**config.mk**
```make
export PLATFORM = sky130hd
export DESIGN_NAME = sdc_config_port
export DESIGN_NICKNAME = d
export VERILOG_FILES = /design/src/rtl/sdc_pkg.sv /design/src/rtl/sdc_config_port.sv
export SDC_FILE = /design/constraint.sdc
export NUM_CORES = 1
export LEC_CHECK = 0
export BUFFER_PORTS_ARGS = -buffer_cell sky130_fd_sc_hd__clkbuf_2
export CORE_MARGIN = 4
export CORE_UTILIZATION = 55
export DETAILED_ROUTE_END_ITERATION = 10
export PLACE_DENSITY = 0.76
export SETUP_SLACK_MARGIN = 0.2
export SLEW_MARGIN = 20
export SYNTH_ARGS = -nofsm -noshare
export SYNTH_HDL_FRONTEND = slang
export SYNTH_SLANG_ARGS = --single-unit
```
**constraint.sdc**
```tcl
create_clock -name clk_sys_in -period 5.15 [get_ports clk_sys_in]
set_clock_uncertainty 0.2 [all_clocks]
set_input_delay 1.2875 -clock clk_sys_in [delete_from_list [all_inputs] [get_ports clk_sys_in]]
set_output_delay 1.2875 -clock clk_sys_in [all_outputs]
set_load 0.05 [all_outputs]
```
**src/rtl/sdc_pkg.sv**
```systemverilog
package sdc_pkg;

  // Field widths of the divider configuration.
  localparam int FB_W    = 9;
  localparam int OD_W    = 3;
  localparam int DS_W    = 2;
  localparam int FRAME_W = DS_W + OD_W + FB_W;
  localparam int CNT_W   = 9;

  // Field positions inside the serial frame, diagnostic bits first in time.
  localparam int FRAME_FB_LSB = 0;
  localparam int FRAME_OD_LSB = FB_W;
  localparam int FRAME_DS_LSB = FB_W + OD_W;

  // Register port geometry and offsets.
  localparam int ADDR_W = 8;
  localparam int DATA_W = 32;
  localparam logic [ADDR_W-1:0] STATUS_OFS  = 8'h00;
  localparam logic [ADDR_W-1:0] CONTROL_OFS = 8'h04;

  // Status and control register field positions.
  localparam int ST_FB_LSB   = 0;
  localparam int ST_OD_LSB   = 9;
  localparam int ST_DS_LSB   = 12;
  localparam int ST_PAR_BIT  = 14;
  localparam int ST_RST_BIT  = 15;
  localparam int ST_BYP_BIT  = 16;
  localparam int ST_REF_BIT  = 17;
  localparam int CTL_RST_BIT = 0;

  // Reset values of the loaded configuration.
  localparam logic [FB_W-1:0]    FB_RESET    = 9'h000;
  localparam logic [OD_W-1:0]    OD_RESET    = 3'h0;
  localparam logic [DS_W-1:0]    DS_RESET    = 2'h0;
  localparam logic [FRAME_W-1:0] FRAME_RESET = 14'h0000;

  // Diagnostic output selections.
  localparam logic [DS_W-1:0] DIAG_LOW    = 2'h0;
  localparam logic [DS_W-1:0] DIAG_SDATA  = 2'h1;
  localparam logic [DS_W-1:0] DIAG_FB     = 2'h2;
  localparam logic [DS_W-1:0] DIAG_SYNTH  = 2'h3;

  // Loaded divider configuration.
  typedef struct packed {
    logic [DS_W-1:0] diag_sel;
    logic [OD_W-1:0] out_div;
    logic [FB_W-1:0] feedback_div;
  } sdc_cfg_t;

  // Configuration pins as they arrive from the board.
  typedef struct packed {
    logic            master_reset;
    logic            parallel_latch_n;
    logic [FB_W-1:0] feedback_div;
    logic [OD_W-1:0] out_div;
    logic            serial_clock;
    logic            serial_data;
    logic            serial_load;
    logic            ref_source_select;
    logic            pll_bypass_select;
    logic            crystal_ref;
    logic            alt_ref;
  } sdc_pins_t;

  localparam int PINS_W = $bits(sdc_pins_t);

endpackage

```
**src/rtl/sdc_config_port.sv**
```systemverilog
// Local design decisions: the strobed register port and the register addresses.
`timescale 1ns/1ps

// How it works
// Master reset high clears dividers; true outputs low, complementary outputs high.
// Master reset low lets dividers run and enables the synthesizer outputs.
// Master reset never alters the loaded feedback, output or diagnostic values.
// Master reset overrides every other configuration input and forces the diagnostic output low.
// Serial data is sampled into the shift register on each rising shift clock.
// Reference select high picks the crystal, low picks the alternate reference.
// A select input chooses PLL operation or bypass operation.
// The parallel latch input governs loading of feedback and output divider pins.
// Reset low and latch low pass divider pins straight to the dividers.
// In parallel mode the diagnostic output is low whatever the select bits.
// Latch rising with transfer strobe low captures pins until latch falls or serial event.
// Latch high, strobe low: each rising shift clock shifts one data bit in.
// Latch high, shift clock low: rising strobe moves shift register into dividers.
// Latch high: falling strobe freezes divider values against later serial activity.
// Latch high, strobe low: pin or serial changes leave loaded dividers alone.
// Latch high, strobe high: each rising shift clock feeds data through to dividers.
// Select 00 low, 01 serial input, 10 feedback divider, 11 synthesizer copy.
// Feedback divide value is plain binary, weight 256 down to 1.
// Output codes 000-011 divide 2,4,8,16; codes 100-111 divide 1,2,4,8; the divider here makes code 100 divide by 2.
// Controller keeps feedback divide between 100 and 350 at 16 MHz reference.
// Frame: two select bits, three output bits, nine feedback bits, MSB first.
// Controller holds latch high, shift clock low while pulsing the strobe.
module sdc_config_port
(
  input  wire logic                       clk_sys_in,
  input  wire logic                       rst_b_in,
  input  wire sdc_pkg::sdc_pins_t         pins_in,
  input  wire logic [sdc_pkg::ADDR_W-1:0] addr_in,
  input  wire logic [sdc_pkg::DATA_W-1:0] wr_data_in,
  input  wire logic                       wr_en_in,
  input  wire logic                       rd_en_in,
  output logic      [sdc_pkg::DATA_W-1:0] rd_data_out,
  output logic                            synth_out_a_out,
  output logic                            synth_out_a_comp_out,
  output logic                            synth_out_b_out,
  output logic                            synth_out_b_comp_out,
  output logic                            diag_out
);
  import sdc_pkg::*;

  ////////////////////////////////////////////////////////////////////////////////////////////
  // Helper functions.

  // Rising edge between the previous and the current synchronised sample.
  function automatic logic rise(input logic prev, input logic cur);
    rise = cur & ~prev;
  endfunction

  // Falling edge between the previous and the current synchronised sample.
  function automatic logic fall(input logic prev, input logic cur);
    fall = prev & ~cur;
  endfunction

  // Output divide ratio for a three-bit code; the top bit halves the ratio.
  function automatic logic [CNT_W-1:0] out_ratio(input logic [OD_W-1:0] code);
    logic [CNT_W-1:0] base;
    base = CNT_W'(9'h002) << code[1:0];
    if (code[2])
    begin
      out_ratio = base >> 1;
    end
    else
    begin
      out_ratio = base;
    end
  endfunction

  ////////////////////////////////////////////////////////////////////////////////////////////
  // Reset release and state record.

  logic [1:0] rst_sync_reg;
  logic       rst_b;

  typedef struct packed {
    logic [PINS_W-1:0]  pins_meta;
    sdc_pins_t          pins_sync;
    sdc_pins_t          pins_prev;
    sdc_cfg_t           cfg;
    logic [FRAME_W-1:0] shift;
    logic               soft_reset;
    logic [CNT_W-1:0]   fb_cnt;
    logic               fb_out;
    logic [CNT_W-1:0]   od_cnt;
    logic               synth;
    logic               out_true;
    logic               out_comp;
    logic               diag;
    logic [DATA_W-1:0]  rd_data;
  } sdc_state_t;

  sdc_state_t state_reg;
  sdc_state_t state_next;

  // The reset is released through two flops so that every state flop leaves reset together.
  always_ff @(posedge clk_sys_in or negedge rst_b_in)
  begin
    if (!rst_b_in)
    begin
      rst_sync_reg <= 2'h0;
    end
    else
    begin
      rst_sync_reg <= {rst_sync_reg[0], 1'b1};
    end
  end

  assign rst_b = rst_sync_reg[1];

  ////////////////////////////////////////////////////////////////////////////////////////////
  // Next-state logic.

  // Pins come from another timing domain; only the second stage and its delayed copy are
  // looked at, so every edge below is detected one to two cycles after it occurs.
  always_comb
  begin
    logic              hold_reset;
    logic              pl_n;
    logic              sclk_rise;
    logic              sload_high;
    logic              ref_level;
    logic              ref_prev;
    logic              tick;
    logic [CNT_W-1:0]  fb_limit;
    logic [CNT_W-1:0]  od_half;
    logic [FRAME_W-1:0] shifted;
    hold_reset = 1'b0;
    pl_n       = 1'b0;
    sclk_rise  = 1'b0;
    sload_high = 1'b0;
    ref_level  = 1'b0;
    ref_prev   = 1'b0;
    tick       = 1'b0;
    fb_limit   = '0;
    od_half    = '0;
    shifted    = '0;

    state_next           = state_reg;
    state_next.pins_meta = pins_in;
    state_next.pins_sync = sdc_pins_t'(state_reg.pins_meta);
    state_next.pins_prev = state_reg.pins_sync;

    hold_reset = state_reg.pins_sync.master_reset | state_reg.soft_reset;
    pl_n       = state_reg.pins_sync.parallel_latch_n;
    sclk_rise  = rise(state_reg.pins_prev.serial_clock, state_reg.pins_sync.serial_clock);
    sload_high = state_reg.pins_sync.serial_load;
    shifted    = {state_reg.shift[FRAME_W-2:0], state_reg.pins_sync.serial_data};

    // Loading of the divider configuration; reset freezes it rather than clearing it.
    if (hold_reset)
    begin
      state_next.cfg   = state_reg.cfg;                        // see
      state_next.shift = state_reg.shift;
    end
    else if (!pl_n)
    begin
      state_next.cfg.feedback_div = state_reg.pins_sync.feedback_div;  // see
      state_next.cfg.out_div      = state_reg.pins_sync.out_div;
    end
    else if (rise(state_reg.pins_prev.parallel_latch_n, pl_n) && !sload_high)
    begin
      // The pins seen at the latch edge are captured and then held.
      state_next.cfg.feedback_div = state_reg.pins_sync.feedback_div;
      state_next.cfg.out_div      = state_reg.pins_sync.out_div;
    end
    else
    begin
      if (sclk_rise)
      begin
        state_next.shift = shifted;                            // see see
      end
      if (sload_high && sclk_rise)
      begin
        state_next.cfg = sdc_cfg_t'(shifted);
      end
      else if (rise(state_reg.pins_prev.serial_load, sload_high) &&
               !state_reg.pins_sync.serial_clock)
      begin
        state_next.cfg = sdc_cfg_t'(state_reg.shift);
      end
      // A falling strobe or a low strobe leaves cfg untouched.  see see
    end

    // Stand-in for the oscillator: the system clock in PLL mode, reference edges in bypass.
    ref_level = state_reg.pins_sync.ref_source_select ?
                state_reg.pins_sync.crystal_ref : state_reg.pins_sync.alt_ref;
    ref_prev  = state_reg.pins_prev.ref_source_select ?
                state_reg.pins_prev.crystal_ref : state_reg.pins_prev.alt_ref;
    tick      = state_reg.pins_sync.pll_bypass_select ? 1'b1 : rise(ref_prev, ref_level);

    // A zero value would wrap the compare to 511, so it is treated as a value of one.
    fb_limit = (state_reg.cfg.feedback_div == '0) ? CNT_W'(9'h001) :
               state_reg.cfg.feedback_div;
    od_half  = out_ratio(state_reg.cfg.out_div) >> 1;
    if (od_half == '0)
    begin
      od_half = CNT_W'(9'h001);
    end

    // Dividers are held cleared under reset and run freely otherwise.
    if (hold_reset)
    begin
      state_next.fb_cnt = '0;
      state_next.fb_out = 1'b0;
      state_next.od_cnt = '0;
      state_next.synth  = 1'b0;
    end
    else if (tick)
    begin
      if (state_reg.fb_cnt >= fb_limit - CNT_W'(9'h001))
      begin
        state_next.fb_cnt = '0;
        state_next.fb_out = ~state_reg.fb_out;
      end
      else
      begin
        state_next.fb_cnt = state_reg.fb_cnt + CNT_W'(9'h001);
      end
      if (state_reg.od_cnt >= od_half - CNT_W'(9'h001))
      begin
        state_next.od_cnt = '0;
        state_next.synth  = ~state_reg.synth;
      end
      else
      begin
        state_next.od_cnt = state_reg.od_cnt + CNT_W'(9'h001);
      end
    end

    // Output stage: true low and complement high under reset.
    state_next.out_true = hold_reset ? 1'b0 : state_next.synth;   // see
    state_next.out_comp = hold_reset ? 1'b1 : ~state_next.synth;

    // Diagnostic output; forced low in parallel mode and under reset.
    if (hold_reset || !pl_n)
    begin
      state_next.diag = 1'b0;                                  // see
    end
    else
    begin
      case (state_reg.cfg.diag_sel)
        DIAG_LOW:   state_next.diag = 1'b0;
        DIAG_SDATA: state_next.diag = state_reg.pins_sync.serial_data;
        DIAG_FB:    state_next.diag = state_reg.fb_out;
        DIAG_SYNTH: state_next.diag = state_reg.synth;
        default:    state_next.diag = 1'b0;
      endcase
    end

    // Register port: control write and one-cycle-late read data.
    if (wr_en_in && addr_in == CONTROL_OFS)
    begin
      state_next.soft_reset = wr_data_in[CTL_RST_BIT];
    end
    state_next.rd_data = '0;
    if (rd_en_in)
    begin
      if (addr_in == STATUS_OFS)
      begin
        state_next.rd_data[ST_FB_LSB +: FB_W] = state_reg.cfg.feedback_div;
        state_next.rd_data[ST_OD_LSB +: OD_W] = state_reg.cfg.out_div;
        state_next.rd_data[ST_DS_LSB +: DS_W] = state_reg.cfg.diag_sel;
        state_next.rd_data[ST_PAR_BIT]        = ~pl_n;
        state_next.rd_data[ST_RST_BIT]        = hold_reset;
        state_next.rd_data[ST_BYP_BIT]        = ~state_reg.pins_sync.pll_bypass_select;
        state_next.rd_data[ST_REF_BIT]        = state_reg.pins_sync.ref_source_select;
      end
      else if (addr_in == CONTROL_OFS)
      begin
        state_next.rd_data[CTL_RST_BIT] = state_reg.soft_reset;
      end
    end
  end

  ////////////////////////////////////////////////////////////////////////////////////////////
  // State register.

  // Reset values are constants only; the complementary outputs idle high.
  always_ff @(posedge clk_sys_in or negedge rst_b)
  begin
    if (!rst_b)
    begin
      state_reg          <= '0;
      state_reg.cfg      <= {DS_RESET, OD_RESET, FB_RESET};
      state_reg.shift    <= FRAME_RESET;
      state_reg.out_comp <= 1'b1;
    end
    else
    begin
      state_reg <= state_next;
    end
  end

  ////////////////////////////////////////////////////////////////////////////////////////////
  // Outputs, all straight from the state register.

  // Both synthesizer pairs carry the same divided signal.
  assign synth_out_a_out      = state_reg.out_true;
  assign synth_out_a_comp_out = state_reg.out_comp;
  assign synth_out_b_out      = state_reg.out_true;
  assign synth_out_b_comp_out = state_reg.out_comp;
  assign diag_out             = state_reg.diag;
  assign rd_data_out          = state_reg.rd_data;

endmodule

```
==> flow_metrics.py <==
metrics = {
    "floorplanning": {
        "dieArea_mm2": 0.0113,
        "die_w_um": 106,
        "row_count": 35,
        "die_h_um": 106,
        "ios": 102,
        "initial_core_util_pct": 57.0,
        "core_mm2": 0.00933,
    },
    "grt": {
        "antenna_found_initial": 0,
        "track_usage_pct": 17.6,
        "overflow": 0,
        "grt_pass1_wl_um": 15600,
        "grt_max_degree": 64,
        "grt_pass1_vias": 3322,
    },
    "clock_network": {
        "clock_latency_ns": 0.52,
        "cts-buffers-inserted": 17,
        "cts_root_buf": "clkbuf_8",
        "hold_buffers": 0,
        "cts.repair.resized": 0,
        "numClockSinks": 119,
        "cts_buffer_depth": 2,
        "cts_max_level": 4,
        "cts_tree": "done",
        "clk_pin_slew_ns": 0.06,
        "postCtsSetupBuffers": 0,
    },
    "synth": {
        "synthFlopType": "dfrtp_1",
        "yosysTopAreaCellShare_pct": 55.6,
        "synth_seq_cells": 119,
        "ys_top_cells_by_count": "118 x dfrtp_1, 34 x buf_4, 34 x nand2_1, 32 x mux2_2, 23 x o21ai_0",
        "synth_cells": 446,
        "synth_area_leader_cell": "dfrtp_1",
        "synth_most_common_cell": "dfrtp_1",
        "syn-cell-area_mm2": 0.00531,
        "postSynth.asyncResetShare_pct": 100,
        "synth_edf_count": 0,
        "synth-seq-area-share_pct": 56.1,
        "yosys-top-cells-area": "dfrtp_1 56%, mux2_2 6.8%, ha_1 4.9%, buf_4 4.8%, mux2i_1 4.0%",
        "synth_cell_type_count": 51,
        "avgSynthCellArea_um2": 11.9,
        "synth_warnings": 0,
    },
    "worst_setup_path": {
        "endpoint_kind": "flop",
        "cp.arrival_ns": 4.48,
        "rrSetupSlack_ns": 0.92,
        "crit_path_top_delay_cell": "or3_1",
        "critPathTopFamily": "simple AND/OR/NAND/NOR gates",
        "worst-path-buf-inv": 0,
        "crit_required_ns": 5.41,
        "slowest_delay_ns": 0.49,
        "path_max_fanout": 11,
        "path_cells": "or3_1 > or2_2 > nor3_1 > nor2_1 > ha_1 > nor3b_1 > nand2_1 > nor3_1 > xnor2_1 > ha_1 > and3_1 > a211o_1 > or3_1 > o311ai_0 > o21a_1",
        "cp-start-kind": "flop",
        "path_class": "reg -> reg",
    },
    "cells_and_area": {
        "largest_reg_flops": 54,
        "drive_gt1_share_pct": 25.9,
        "antenna_cells": 0,
        "seq_area_mm2": 0.00298,
        "area_growth_pct": 15.2,
        "num-fill-cells": 731,
        "nets": 578,
        "multiInputGateArea_mm2": 0.00203,
    },
    "run": {
        "maxCapViolCount": 0,
    },
    "detailed_routing": {
        "antenna_left": 0,
        "drt_iter0_markers": 117,
        "dr.pass1.iters": 5,
        "drt_wl_total_um": 9300,
        "viasPerCell": 5.23,
        "vias": 3314,
        "drc": 0,
        "routedWlPerCell_um": 14.7,
    },
    "timing": {
        "finalSetupViolCount": 0,
        "slew_viol_final": 0,
        "hold_viol": 0,
        "rsz0062_at_grt": "false",
        "max_freq_mhz": 237,
        "setup_tns_ns": 0,
        "timing.final.crit_share_pct": 82.1,
        "max_slew_margin_pct": 40.2,
        "min_period_ns": 4.23,
        "tightest_slew_ns": 0.894,
    },
    "power": {
        "power.total_mw": 2.64,
        "power_leakage_nw": 3.03,
        "p_per_area_mw_per_mm2": 432,
        "ir_worst_vdd_v": 0.000293,
    },
    "place": {
        "hpwl_um": 6340,
        "place.gp.congestion": 0.832,
        "portBuffers": 56,
    },
    "worst_hold_path": {
        "hold_path.class": "reg -> reg",
    },
    "outcome": {
        "status": "finished, final reports clean",
    },
}
metal layers:
layer	up-vias	part of all wire (%)	track usage, %	wire, um
met3	11	4.5	5.34	420
met2	78	51	28.7	4710
met4	0	1.2	6.94	108
met5	-	0	0	0
met1	1625	44	22.1	4060
li1	1600	-	-	-
worst reg2reg max path, delay by kind of cell (launching register included):
kind                     cells  cell delay, ns
AND/OR/NAND/NOR              9            1.99
AO/OA/AOI/OAI                3            0.89
adder cells (fa/ha/maj)      2            0.48
flip-flops                   1            0.42
XOR/XNOR                     1            0.19
final timing paths:
| path | startpoint | to | depth (start not counted) |
|---|---|---|---|
| max in group asynchronous | rst_sync_reg[1] | state_reg[45] | 1 |
| min in group asynchronous | rst_sync_reg[1] | state_next[90] | 0 |
| max reg2reg | state_reg[70] | state_reg[50] | 15 |
| max | state_reg[70] | state_reg[50] | 15 |
| min | state_next[111] | state_next[90] | 0 |
| min reg2reg | state_next[111] | state_next[90] | 0 |
report_power, final:
group | switching [mW] | total (mW) | leakage (nW) | internal, mW
clock network | 0.445 | 1.19 | 0.294 | 0.749
registers | 0.0674 | 1.07 | 1.52 | 1.00
logic | 0.228 | 0.381 | 1.22 | 0.152
through the flow:
step | hold WS, ns | worst slack, ns | area, um^2 | cells | util [%]
6_report | 0.146 | 0.924 | 6120 | 634 | 65.6
5_1_grt | 0.149 | 0.719 | 6120 | 634 | 65.6
4_1_cts | 0.148 | 0.894 | 6120 | 634 | 65.6
3_5_place_dp | 0.135 | 0.952 | 5520 | 602 | 59.2
3_3_place_gp | 0.131 | 1.13 | 5520 | 602 | 59.2
2_1_floorplan | 0.131 | 1.39 | 5360 | 459 | -
area by class of cell:
cell class | instances | share of cell area, %
clock inverters | 15 | 3.11
inverters | 8 | 0.490
clock buffers | 17 | 6.76
multi-input cells | 286 | 33.2
repair buffers | 60 | 5.07
flip-flops and latches | 119 | 48.7
well taps | 129 | 2.64
cells by family (layout without fill, tap and decap cells):
| group | Yosys count | count (layout) | share of synthesized area, % |
|---|---|---|---|
| AO/OA/AOI/OAI | 58 | 58 | 7.39 |
| XOR/XNOR | 10 | 10 | 1.65 |
| adder cells (fa/ha/maj) | 21 | 21 | 4.94 |
| buffers and inverters | 54 | 100 | 6.57 |
| flip-flops | 119 | 119 | 56.1 |
| multiplexers | 53 | 53 | 10.7 |
| other | 2 | 15 | 0.141 |
| AND/OR/NAND/NOR | 129 | 129 | 12.5 |
cells in the final DEF (no fill, tap or decap), types with 3 or more instances in the layout:
cell type	n
dfrtp_1	117
clkbuf_2	56
nand2_1	34
mux2_2	32
o21ai_0	23
mux2i_1	21
ha_1	21
nor2_1	20
and2_1	16
clkbuf_16	16
conb_1	15
nand3_1	14
inv_1	8
nor3_1	8
xnor2_1	7
nand2b_1	7
a21oi_1	6
nor2b_1	5
and3_1	5
a31oi_1	5
inv_6	5
nor3b_1	4
a21o_1	4
buf_4	4
xor2_1	3
nor4_1	3
a22o_1	3
bufinv_16	3
Note: power is estimated with default switching activity, not from simulation.
